File: src/rcod_pkg.sv
/*
  Constants for the reference clock output divider: register map,
  control field layout, reset values and bus answer codes.
  Assumes a 32-bit Avalon-MM slave port with word addressing.
*/
package rcod_pkg;
  localparam int          ADDR_W        = 2;
  localparam int          DATA_W        = 32;
  localparam int          BE_W          = 4;
  localparam int          CTRL_W        = 8;
  localparam int          DIV_W         = 3;
  localparam int          DUTY_W        = 2;
  localparam int          CNT_W         = 7;
  localparam int          DIVISOR_W     = 8;
  // register indices; byte address is four times the index
  localparam logic [1:0]  CTRL_IDX      = 2'h0;
  localparam logic [1:0]  STAT_IDX      = 2'h1;
  // control field positions
  localparam int          EN_BIT        = 7;
  localparam int          DUTY_LSB      = 3;
  localparam int          DIV_LSB       = 0;
  localparam logic [7:0]  CTRL_WMASK    = 8'h9F;
  localparam logic [7:0]  CTRL_RESET    = 8'h10;
  // status field positions
  localparam int          ST_RUN_BIT    = 0;
  localparam int          ST_FROZEN_BIT = 1;
  localparam int          ST_LEVEL_BIT  = 2;
  localparam int          ST_CHG_BIT    = 3;
  // divider and duty codes
  localparam logic [2:0]  DIV_BYPASS    = 3'h0;
  localparam logic [2:0]  DIV_BY2       = 3'h1;
  localparam logic [1:0]  DUTY_ZERO     = 2'h0;
  localparam logic [1:0]  DUTY_QUARTER  = 2'h1;
  localparam logic [1:0]  DUTY_HALF     = 2'h2;
  localparam logic [1:0]  DUTY_3QUARTER = 2'h3;
  // avalon response codes
  localparam logic [1:0]  RESP_OKAY     = 2'h0;
  localparam logic [1:0]  RESP_DECODE   = 2'h3;
endpackage

File: src/rcod_wave_if.sv
/*
  Bundle between the control core, the period counter and the duty shaper.
  Assumes all three sit on the system clock.
*/
`timescale 1ns/1ps
`default_nettype none
interface rcod_wave_if;
  logic                            run;
  logic                            hold;
  logic [rcod_pkg::DIV_W-1:0]      div_sel;
  logic [rcod_pkg::DUTY_W-1:0]     duty_sel;
  logic [rcod_pkg::CNT_W-1:0]      count;
  logic                            wave;

  modport ctrl  (output run, hold, div_sel, duty_sel, input count, wave);
  modport cnt   (input run, hold, div_sel, output count);
  modport shape (input run, hold, div_sel, duty_sel, count, output wave);
endinterface
`default_nettype wire

File: src/rcod_divider.sv
/*
  Period counter: counts 0 .. divisor-1 on the system clock.
  Assumes run and hold come from logic on the same clock.
*/
`timescale 1ns/1ps
`default_nettype none
module rcod_divider (
  // clock and reset
  input  wire logic   ref_clk_in,
  input  wire logic   reset_in,
  // wave bundle
  rcod_wave_if.cnt    wave_if
);
  logic [rcod_pkg::CNT_W-1:0]  last_count;

  // power-of-two divide: terminal count is 2**sel - 1
  assign last_count = rcod_pkg::CNT_W'((rcod_pkg::DIVISOR_W'(1) << wave_if.div_sel)
                                       - rcod_pkg::DIVISOR_W'(1));

  always_ff @(posedge ref_clk_in or posedge reset_in)
  begin
    if (reset_in)
      wave_if.count <= '0;
    else if (!wave_if.run)
      wave_if.count <= '0;
    else if (!wave_if.hold)
      wave_if.count <= (wave_if.count >= last_count) ? '0
                     : rcod_pkg::CNT_W'(wave_if.count + 1'b1);
  end
endmodule // rcod_divider
`default_nettype wire

File: src/rcod_shaper.sv
/*
  Duty shaper: registered high/low phase from the period count.
  Assumes the count restarts at zero on each period.
*/
`timescale 1ns/1ps
`default_nettype none
module rcod_shaper (
  // clock and reset
  input  wire logic   ref_clk_in,
  input  wire logic   reset_in,
  // wave bundle
  rcod_wave_if.shape  wave_if
);
  logic [rcod_pkg::DIVISOR_W-1:0]  quarter;
  logic [rcod_pkg::DIVISOR_W-1:0]  high_len;
  logic                            next_wave;

  always_comb
  begin
    quarter  = (rcod_pkg::DIVISOR_W'(1) << wave_if.div_sel) >> 2;
    high_len = rcod_pkg::DIVISOR_W'(quarter * wave_if.duty_sel);
    if (wave_if.duty_sel == rcod_pkg::DUTY_ZERO)
      next_wave = 1'b0;
    else if (wave_if.div_sel == rcod_pkg::DIV_BY2)
      // half-cycle duties are finished with the clock in the core
      next_wave = (wave_if.count == '0);
    else
      next_wave = ({1'b0, wave_if.count} < high_len);
  end

  always_ff @(posedge ref_clk_in or posedge reset_in)
  begin
    if (reset_in)
      wave_if.wave <= 1'b0;
    else if (!wave_if.run)
      wave_if.wave <= 1'b0;
    else if (!wave_if.hold)
      wave_if.wave <= next_wave;
  end
endmodule // rcod_shaper
`default_nettype wire

File: src/rcod_top.sv
/*
  Reference clock output divider: control register behind an Avalon-MM
  slave, power-of-two divider with selectable duty, output to a pin and
  to on-chip consumers such as the data signal modulator.
  Assumes ref_clk_in is the system clock and sleep_in comes from the
  power controller on that same clock.
  // Behaviour
  // output derived only from the system clock
  // generated clock drives pin when enabled
  // same clock offered to internal peripherals
  // enabling starts cleanly, no runt pulse
  // clearing enable stops output at once
  // settings may change while running; glitches possible
  // divider field selects power-of-two divide
  // duty field selects 0/25/50/75 percent high
  // undivided setting ignores duty, passes clock
  // duty resets to 50 percent
  // sleep freezes outputs at present level
  // enable bit7, duty bits4-3, divider bits2-0
  // bits 6-5 read zero, writes ignored
  // disabled: counter cleared, output low
*/
// Implementation choices: register access over Avalon-MM and the address map.
`timescale 1ns/1ps
`default_nettype none
module rcod_top (
  // clock and reset
  input  wire logic                          ref_clk_in,
  input  wire logic                          reset_in,
  // power state
  input  wire logic                          sleep_in,
  // avalon-mm slave
  input  wire logic [rcod_pkg::ADDR_W-1:0]   avs_address_in,
  input  wire logic                          avs_read_in,
  input  wire logic                          avs_write_in,
  input  wire logic [rcod_pkg::DATA_W-1:0]   avs_writedata_in,
  input  wire logic [rcod_pkg::BE_W-1:0]     avs_byteenable_in,
  output logic      [rcod_pkg::DATA_W-1:0]   avs_readdata_out,
  output logic      [1:0]                    avs_response_out,
  output logic                               avs_waitrequest_out,
  // generated clock
  output logic                               refout_pin_out,
  output logic                               refout_periph_out
);
  // control register fields
  logic                              refout_enable;
  logic [rcod_pkg::DUTY_W-1:0]       refout_duty_select;
  logic [rcod_pkg::DIV_W-1:0]        refout_divider_select;
  logic [rcod_pkg::CTRL_W-1:0]       ref_clock_control;
  // bus handshake
  logic                              bus_req;
  logic                              bus_ack;
  logic                              bus_hit_ctrl;
  logic                              bus_hit_stat;
  logic                              bus_mapped;
  logic                              ctrl_wr;
  logic                              stat_wr;
  logic [rcod_pkg::CTRL_W-1:0]       wr_byte;
  logic [rcod_pkg::DATA_W-1:0]       next_readdata;
  // status
  logic                              cfg_changed;
  logic                              chg_set;
  logic                              chg_clr;
  logic [rcod_pkg::DATA_W-1:0]       status_word;
  // waveform assembly
  logic                              clk_gate;
  logic                              bypass_mode;
  logic                              half_mode;
  logic                              live_level;
  logic                              settled_level;
  logic                              freeze_level;
  logic                              half_lead;
  logic                              refout_level;

  rcod_wave_if wave_bus ();

  // register image: unimplemented bits 6-5 are constant zero
  assign ref_clock_control = {refout_enable,
                              2'h0,
                              refout_duty_select,
                              refout_divider_select};

  // bus decode
  assign bus_req      = avs_read_in | avs_write_in;
  assign bus_hit_ctrl = (avs_address_in == rcod_pkg::CTRL_IDX);
  assign bus_hit_stat = (avs_address_in == rcod_pkg::STAT_IDX);
  assign bus_mapped   = bus_hit_ctrl | bus_hit_stat;

  // one wait cycle on every access; waitrequest is high while idle,
  // which also covers the reset period
  assign avs_waitrequest_out = ~bus_ack;

  always_ff @(posedge ref_clk_in or posedge reset_in)
  begin
    if (reset_in)
      bus_ack <= 1'b0;
    else
      bus_ack <= bus_req & ~bus_ack;
  end

  // a write takes effect at the edge where waitrequest is seen low
  assign ctrl_wr = avs_write_in & bus_ack & bus_hit_ctrl & avs_byteenable_in[0];
  assign stat_wr = avs_write_in & bus_ack & bus_hit_stat & avs_byteenable_in[0];
  assign wr_byte = avs_writedata_in[rcod_pkg::CTRL_W-1:0] & rcod_pkg::CTRL_WMASK;

  // control register; fields are live immediately, even while running
  always_ff @(posedge ref_clk_in or posedge reset_in)
  begin
    if (reset_in)
    begin
      refout_enable         <= rcod_pkg::CTRL_RESET[rcod_pkg::EN_BIT];
      refout_duty_select    <= rcod_pkg::CTRL_RESET[rcod_pkg::DUTY_LSB +: rcod_pkg::DUTY_W];
      refout_divider_select <= rcod_pkg::CTRL_RESET[rcod_pkg::DIV_LSB +: rcod_pkg::DIV_W];
    end
    else if (ctrl_wr)
    begin
      refout_enable         <= wr_byte[rcod_pkg::EN_BIT];
      refout_duty_select    <= wr_byte[rcod_pkg::DUTY_LSB +: rcod_pkg::DUTY_W];
      refout_divider_select <= wr_byte[rcod_pkg::DIV_LSB +: rcod_pkg::DIV_W];
    end
  end

  // sticky warning: divider or duty rewritten while the output runs,
  // the case where the output may glitch
  assign chg_set = ctrl_wr & refout_enable &
                   ((wr_byte[rcod_pkg::DUTY_LSB +: rcod_pkg::DUTY_W] != refout_duty_select) |
                    (wr_byte[rcod_pkg::DIV_LSB +: rcod_pkg::DIV_W] != refout_divider_select));
  assign chg_clr = stat_wr & avs_writedata_in[rcod_pkg::ST_CHG_BIT];

  always_ff @(posedge ref_clk_in or posedge reset_in)
  begin
    if (reset_in)
      cfg_changed <= 1'b0;
    else
      cfg_changed <= chg_set | (cfg_changed & ~chg_clr);
  end

  // status word
  always_comb
  begin
    status_word                            = '0;
    status_word[rcod_pkg::ST_RUN_BIT]      = refout_enable & ~sleep_in;
    status_word[rcod_pkg::ST_FROZEN_BIT]   = refout_enable & sleep_in;
    // in sleep the pin shows the frozen level, so report that one
    status_word[rcod_pkg::ST_LEVEL_BIT]    = sleep_in ? freeze_level : settled_level;
    status_word[rcod_pkg::ST_CHG_BIT]      = cfg_changed;
  end

  // read data is loaded on the first edge of an access and stands
  // through the edge where waitrequest is low
  always_comb
  begin
    next_readdata = '0;
    if (bus_hit_ctrl)
      next_readdata = rcod_pkg::DATA_W'(ref_clock_control);
    else if (bus_hit_stat)
      next_readdata = status_word;
  end

  always_ff @(posedge ref_clk_in or posedge reset_in)
  begin
    if (reset_in)
    begin
      avs_readdata_out <= '0;
      avs_response_out <= rcod_pkg::RESP_OKAY;
    end
    else if (bus_req & ~bus_ack)
    begin
      avs_readdata_out <= avs_read_in ? next_readdata : '0;
      avs_response_out <= bus_mapped ? rcod_pkg::RESP_OKAY : rcod_pkg::RESP_DECODE;
    end
  end

  // drive the counter and the shaper
  assign wave_bus.run      = refout_enable;
  assign wave_bus.hold     = sleep_in;
  assign wave_bus.div_sel  = refout_divider_select;
  assign wave_bus.duty_sel = refout_duty_select;

  rcod_divider u_divider (
    .ref_clk_in (ref_clk_in),
    .reset_in   (reset_in),
    .wave_if    (wave_bus.cnt)
  );

  rcod_shaper u_shaper (
    .ref_clk_in (ref_clk_in),
    .reset_in   (reset_in),
    .wave_if    (wave_bus.shape)
  );

  // clock gate enable changes only while the clock is low, so the
  // first clock pulse after enabling is always whole
  always_ff @(negedge ref_clk_in or posedge reset_in)
  begin
    if (reset_in)
      clk_gate <= 1'b0;
    else
      clk_gate <= refout_enable & ~sleep_in;
  end

  // count-zero flag taken on the falling edge, so it is steady across the
  // rising edge that opens the quarter pulse; the registered wave moves at
  // that same edge and would cut a runt pulse every period
  always_ff @(negedge ref_clk_in or posedge reset_in)
  begin
    if (reset_in)
      half_lead <= 1'b0;
    else
      half_lead <= (wave_bus.count == '0);
  end

  assign bypass_mode = (refout_divider_select == rcod_pkg::DIV_BYPASS);
  assign half_mode   = (refout_divider_select == rcod_pkg::DIV_BY2);

  // the only timing source is the system clock, so a clock switch
  // upstream shows straight through on the output
  always_comb
  begin
    live_level = wave_bus.wave;
    if (bypass_mode)
      live_level = ref_clk_in & clk_gate;
    else if (half_mode)
    begin
      // divide by 2 at 25 and 75 percent needs half-cycle resolution: mix in the clock itself
      unique case (refout_duty_select)
        rcod_pkg::DUTY_QUARTER:  live_level = half_lead & ref_clk_in & clk_gate;
        rcod_pkg::DUTY_3QUARTER: live_level = wave_bus.wave | (ref_clk_in & clk_gate);
        rcod_pkg::DUTY_HALF:     live_level = wave_bus.wave;
        rcod_pkg::DUTY_ZERO:     live_level = 1'b0;
      endcase
    end
  end

  // level the output rests at during the clock-low half of a cycle;
  // this is the level held when sleep stops the waveform
  assign settled_level = refout_enable & wave_bus.wave & ~bypass_mode &
                         ~(half_mode & (refout_duty_select == rcod_pkg::DUTY_QUARTER));

  always_ff @(posedge ref_clk_in or posedge reset_in)
  begin
    if (reset_in)
      freeze_level <= 1'b0;
    else if (!sleep_in)
      freeze_level <= settled_level;
  end

  // enable gates the final level directly: clearing it cuts the output
  // in the same cycle without finishing the period
  assign refout_level = refout_enable &
                        (sleep_in ? freeze_level : live_level);

  assign refout_pin_out    = refout_level;
  assign refout_periph_out = refout_level;

endmodule // rcod_top
`default_nettype wire

File: config.mk
export PLATFORM = sky130hd
export DESIGN_NAME = rcod_top
export DESIGN_NICKNAME = d
export VERILOG_FILES = /design/src/rcod_pkg.sv /design/src/rcod_wave_if.sv /design/src/rcod_divider.sv /design/src/rcod_shaper.sv /design/src/rcod_top.sv
export SDC_FILE = /design/constraint.sdc
export NUM_CORES = 1
export LEC_CHECK = 0
export ABC_AREA = 0
export BUFFER_PORTS_ARGS = -buffer_cell sky130_fd_sc_hd__buf_2
export CORE_AREA = 5 5 65 126
export DETAILED_ROUTE_END_ITERATION = 10
export DIE_AREA = 0 0 70 131
export MAX_ROUTING_LAYER = met4
export PLACE_DENSITY_LB_ADDON = 0.25
export SYNTH_ARGS = -nofsm -noshare
export SYNTH_HDL_FRONTEND = slang
export SYNTH_SLANG_ARGS = --single-unit
File: constraint.sdc
create_clock -name ref_clk_in -period 3.2 [get_ports ref_clk_in]
set_input_delay 0.64 -clock ref_clk_in [delete_from_list [all_inputs] [get_ports ref_clk_in]]
set_output_delay 0.64 -clock ref_clk_in [all_outputs]
set_load 0.01 [all_outputs]
==> impl_metrics.toml <==
[run_status]
status = "finished with violations"
violations = "setup timing"

[yosys]
synth_area_mm2 = 0.00208
synthAdderAreaFrac_pct = 13.0
synth_top_area_share_pct = 27.6
yosys.cell_count.top_type = "buf_4"
yosys-top-cells-count = "buf_4 (28), dfrtp_1 (23), nand2_1 (22)"
synth_top_family_by_area = "simple AND/OR/NAND/NOR gates"
async_flop_share_pct = 100
ys_types = 49
ys_seq_area_share_pct = 31.3
synth-seq-cells = 26
synth-simple-area-share_pct = 17.4
synth_top_cell_by_area = "dfrtp_1"
synth_flop_cell = "dfrtp_1"
yosys_warnings = 0
synth-edff-count = 0
yosys-top-cells-area = "dfrtp_1 (28%), ha_1 (12%), buf_4 (10%)"
synth-xor-area-share_pct = 4.20
synth_compound_area_share_pct = 16.0
synth_cells = 230
synthMuxAreaShare_pct = 4.14
synth_area_per_cell_um2 = 9.06

[power]
seqPwrFrac_pct = 24.2
p_leak_nw = 1.35
internal_power_mw = 1.26
comb_power_share_pct = 33.2
switching_share_pct = 30.8
irDropWorstVdd_mv = 0.581
clkPwrFrac_pct = 42.6
switching_power_uw = 561
pwr_density_cell_mw_per_mm2 = 660

[setup_path]
end_kind = "output port"
crit_arrival_ns = 3.18
cp_top_family = "compound AO/OA/AOI/OAI gates"
path_class = "reg -> out"
crit_path_top_delay_cell = "dfrtn_1"
rrSetupSlack_ns = 0.16
cp_cell_sequence = "o21ai_2 -> a21oi_2 -> o311a_4 -> clkbuf_16 -> buf_6"
path_depth = 5
path_buf_inv = 2
reg2reg_depth = 14
r2r_start = "refout_divider_select[2]"
rr_endpoint = "u_shaper.wave_if.wave"
worstPathMaxFanout = 2
critPathMaxStageDelay_ns = 0.34
worstSetupStartpoint = "half_lead"
start_kind = "register"
crit_end = "refout_periph_out"
required_ns = 2.56

[cts]
clk_pin_slew_worst_paths_ns = 0.07
cts_tree = "yes"
clk_latency_ns = 0.42

[detailed_routing]
dr_total_vias = 1769
ant_nets = 0
first_pass_iters = 4
wirelength_mm = 5.23
wl_per_cell_um = 13.9
drtIter0Drc = 55
drc = 0
vias_per_cell = 4.70

[global_routing]
grt_usage_pct = 12.7
grt_pass1_wl_mm = 8.67
antenna_found_initial = 0
grt_max_degree = 16
grt_pass1_vias = 1890
grt_overflow_total = 0

[cells_and_area]
drive_gt1_share_pct = 32.4
nets = 349
area_delta_synth_final_pct = 32.5
fin_cells = 376
fillers = 760
diodes = 0
multi_input_area_mm2 = 0.00130
seq_area_um2 = 653

[floorplanning]
rows = 44
die-area_mm2 = 0.00917
io_pins = 80
initial_core_util_pct = 29.1
die_w_um = 70
die_h_um = 131
core_mm2 = 0.00716

[timing]
tightest_slew_ns = 0.583
maxSlewHeadroom_pct = 60.9
hold_viol = 0
finalSetupViolCount = 3
final.setup.worst_slack_ns = -0.618
final_max_slew_viol_count = 0
tns_ns = -1.23
worst_clock_skew_ns = 0.0492
rsz0062_at_grt = "yes"

[hold_path]
hold_class = "in -> async"

[place]
io_buffers = 24
post-place-cells = 360
dp_hpwl_mm = 3.87
place.gp.congestion = 0.805

[run]
cap_violations = 0
## state kept, by name (all words and copies together), names as in the netlist
signal	cells
u_divider.wave_if.count	7
avs_readdata_out	6
refout_divider_select	3
refout_duty_select	2
avs_response_out	1
bus_ack	1
cfg_changed	1
clk_gate	1
freeze_level	1
half_lead	1
refout_enable	1
u_shaper.wave_if.wave	1
## worst min path at each step
stage / startpoint / to / slack, ns / depth (start not counted)
2_1_floorplan: cfg_changed / cfg_changed / 0.47 / 2
3_3_place_gp: avs_readdata_out[2] / avs_readdata_out[2] / 0.46 / 1
3_5_place_dp: avs_readdata_out[3] / avs_readdata_out[3] / 0.48 / 2
4_1_cts: reset_in / u_divider.wave_if.count[1] / 0.27 / 2
5_1_grt: reset_in / freeze_level / 0.29 / 2
6_report: reset_in / u_divider.wave_if.count[1] / 0.26 / 2
## power groups by stage
stage | sequential (mW) | clock (mW) | combinational [mW]
2_1_floorplan | 0.425 | 0.00781 | 0.387
3_3_place_gp | 0.441 | 0.00810 | 0.553
3_5_place_dp | 0.442 | 0.00810 | 0.557
4_1_cts | 0.434 | 0.797 | 0.595
5_1_grt | 0.448 | 0.813 | 0.673
6_report | 0.441 | 0.777 | 0.605
## placed cells by master (no fill, tap or decap), drive strengths merged, types with 2 or more instances in the layout
cell,count
a21o,3
a21oi,14
a22o,4
a31oi,5
and3,3
buf,53
clkbuf,11
conb,26
dfrtn,2
dfrtp,23
ha,20
inv,11
mux2,5
mux2i,3
nand2,22
nand2b,7
nand3,5
nor2,10
nor2b,2
nor3,7
nor3b,2
nor4,2
o211ai,2
o21a,3
o21ai,14
xnor2,6
xor2,4
## cell type report
class,count,area share [%]
Multi-Input combinational cell,182,46.9
Sequential cell,26,23.7
Timing Repair Buffer,51,11.9
Clock buffer,13,10.8
Tap cell,92,4.17
Inverter,11,1.50
Clock inverter,1,1.09
## per-stage QoR
stage | setup slack [ns] | hold WS (ns) | total power [mW] | util [%] | cell area (µm²)
3_3_place_gp | -0.0111 | 0.463 | 1.00 | 32.9 | 2360
6_report | -0.618 | 0.263 | 1.82 | 38.6 | 2760
3_5_place_dp | -0.0316 | 0.477 | 1.01 | 32.9 | 2360
5_1_grt | -0.649 | 0.288 | 1.93 | 38.6 | 2760
4_1_cts | -0.702 | 0.273 | 1.83 | 38.1 | 2730
2_1_floorplan | -0.0646 | 0.468 | 0.819 | - | 2180
## per-layer routing
metal / up-vias / share of wire, % / global-route usage, %
met5: - / 0 / -
met4: 0 / 2.7 / 9.14
met3: 16 / 4.0 / 3.68
met2: 44 / 52 / 20.4
met1: 856 / 41 / 13.3
li1: 853 / - / -
## logic make-up (layout without fill, tap and decap cells)
kind of cell,after synthesis,count (layout)
and+or+nand+nor,65,65
DFF,26,26
muxes,8,8
AOI/OAI and AO/OA,52,52
other,1,26
adders and majority gates,21,21
buffers and inverters,47,76
xor gates and xnor gates,10,10
## what timing repair did
action                     in CTS  in global routing
pin swaps                       3                  5
resized for setup               6                  9
hold buffers                    0                  0
setup endpoints to repair       4                  4
setup buffers                   4                  0
gates cloned                    0                  0
(Power assumes the default switching activity.)
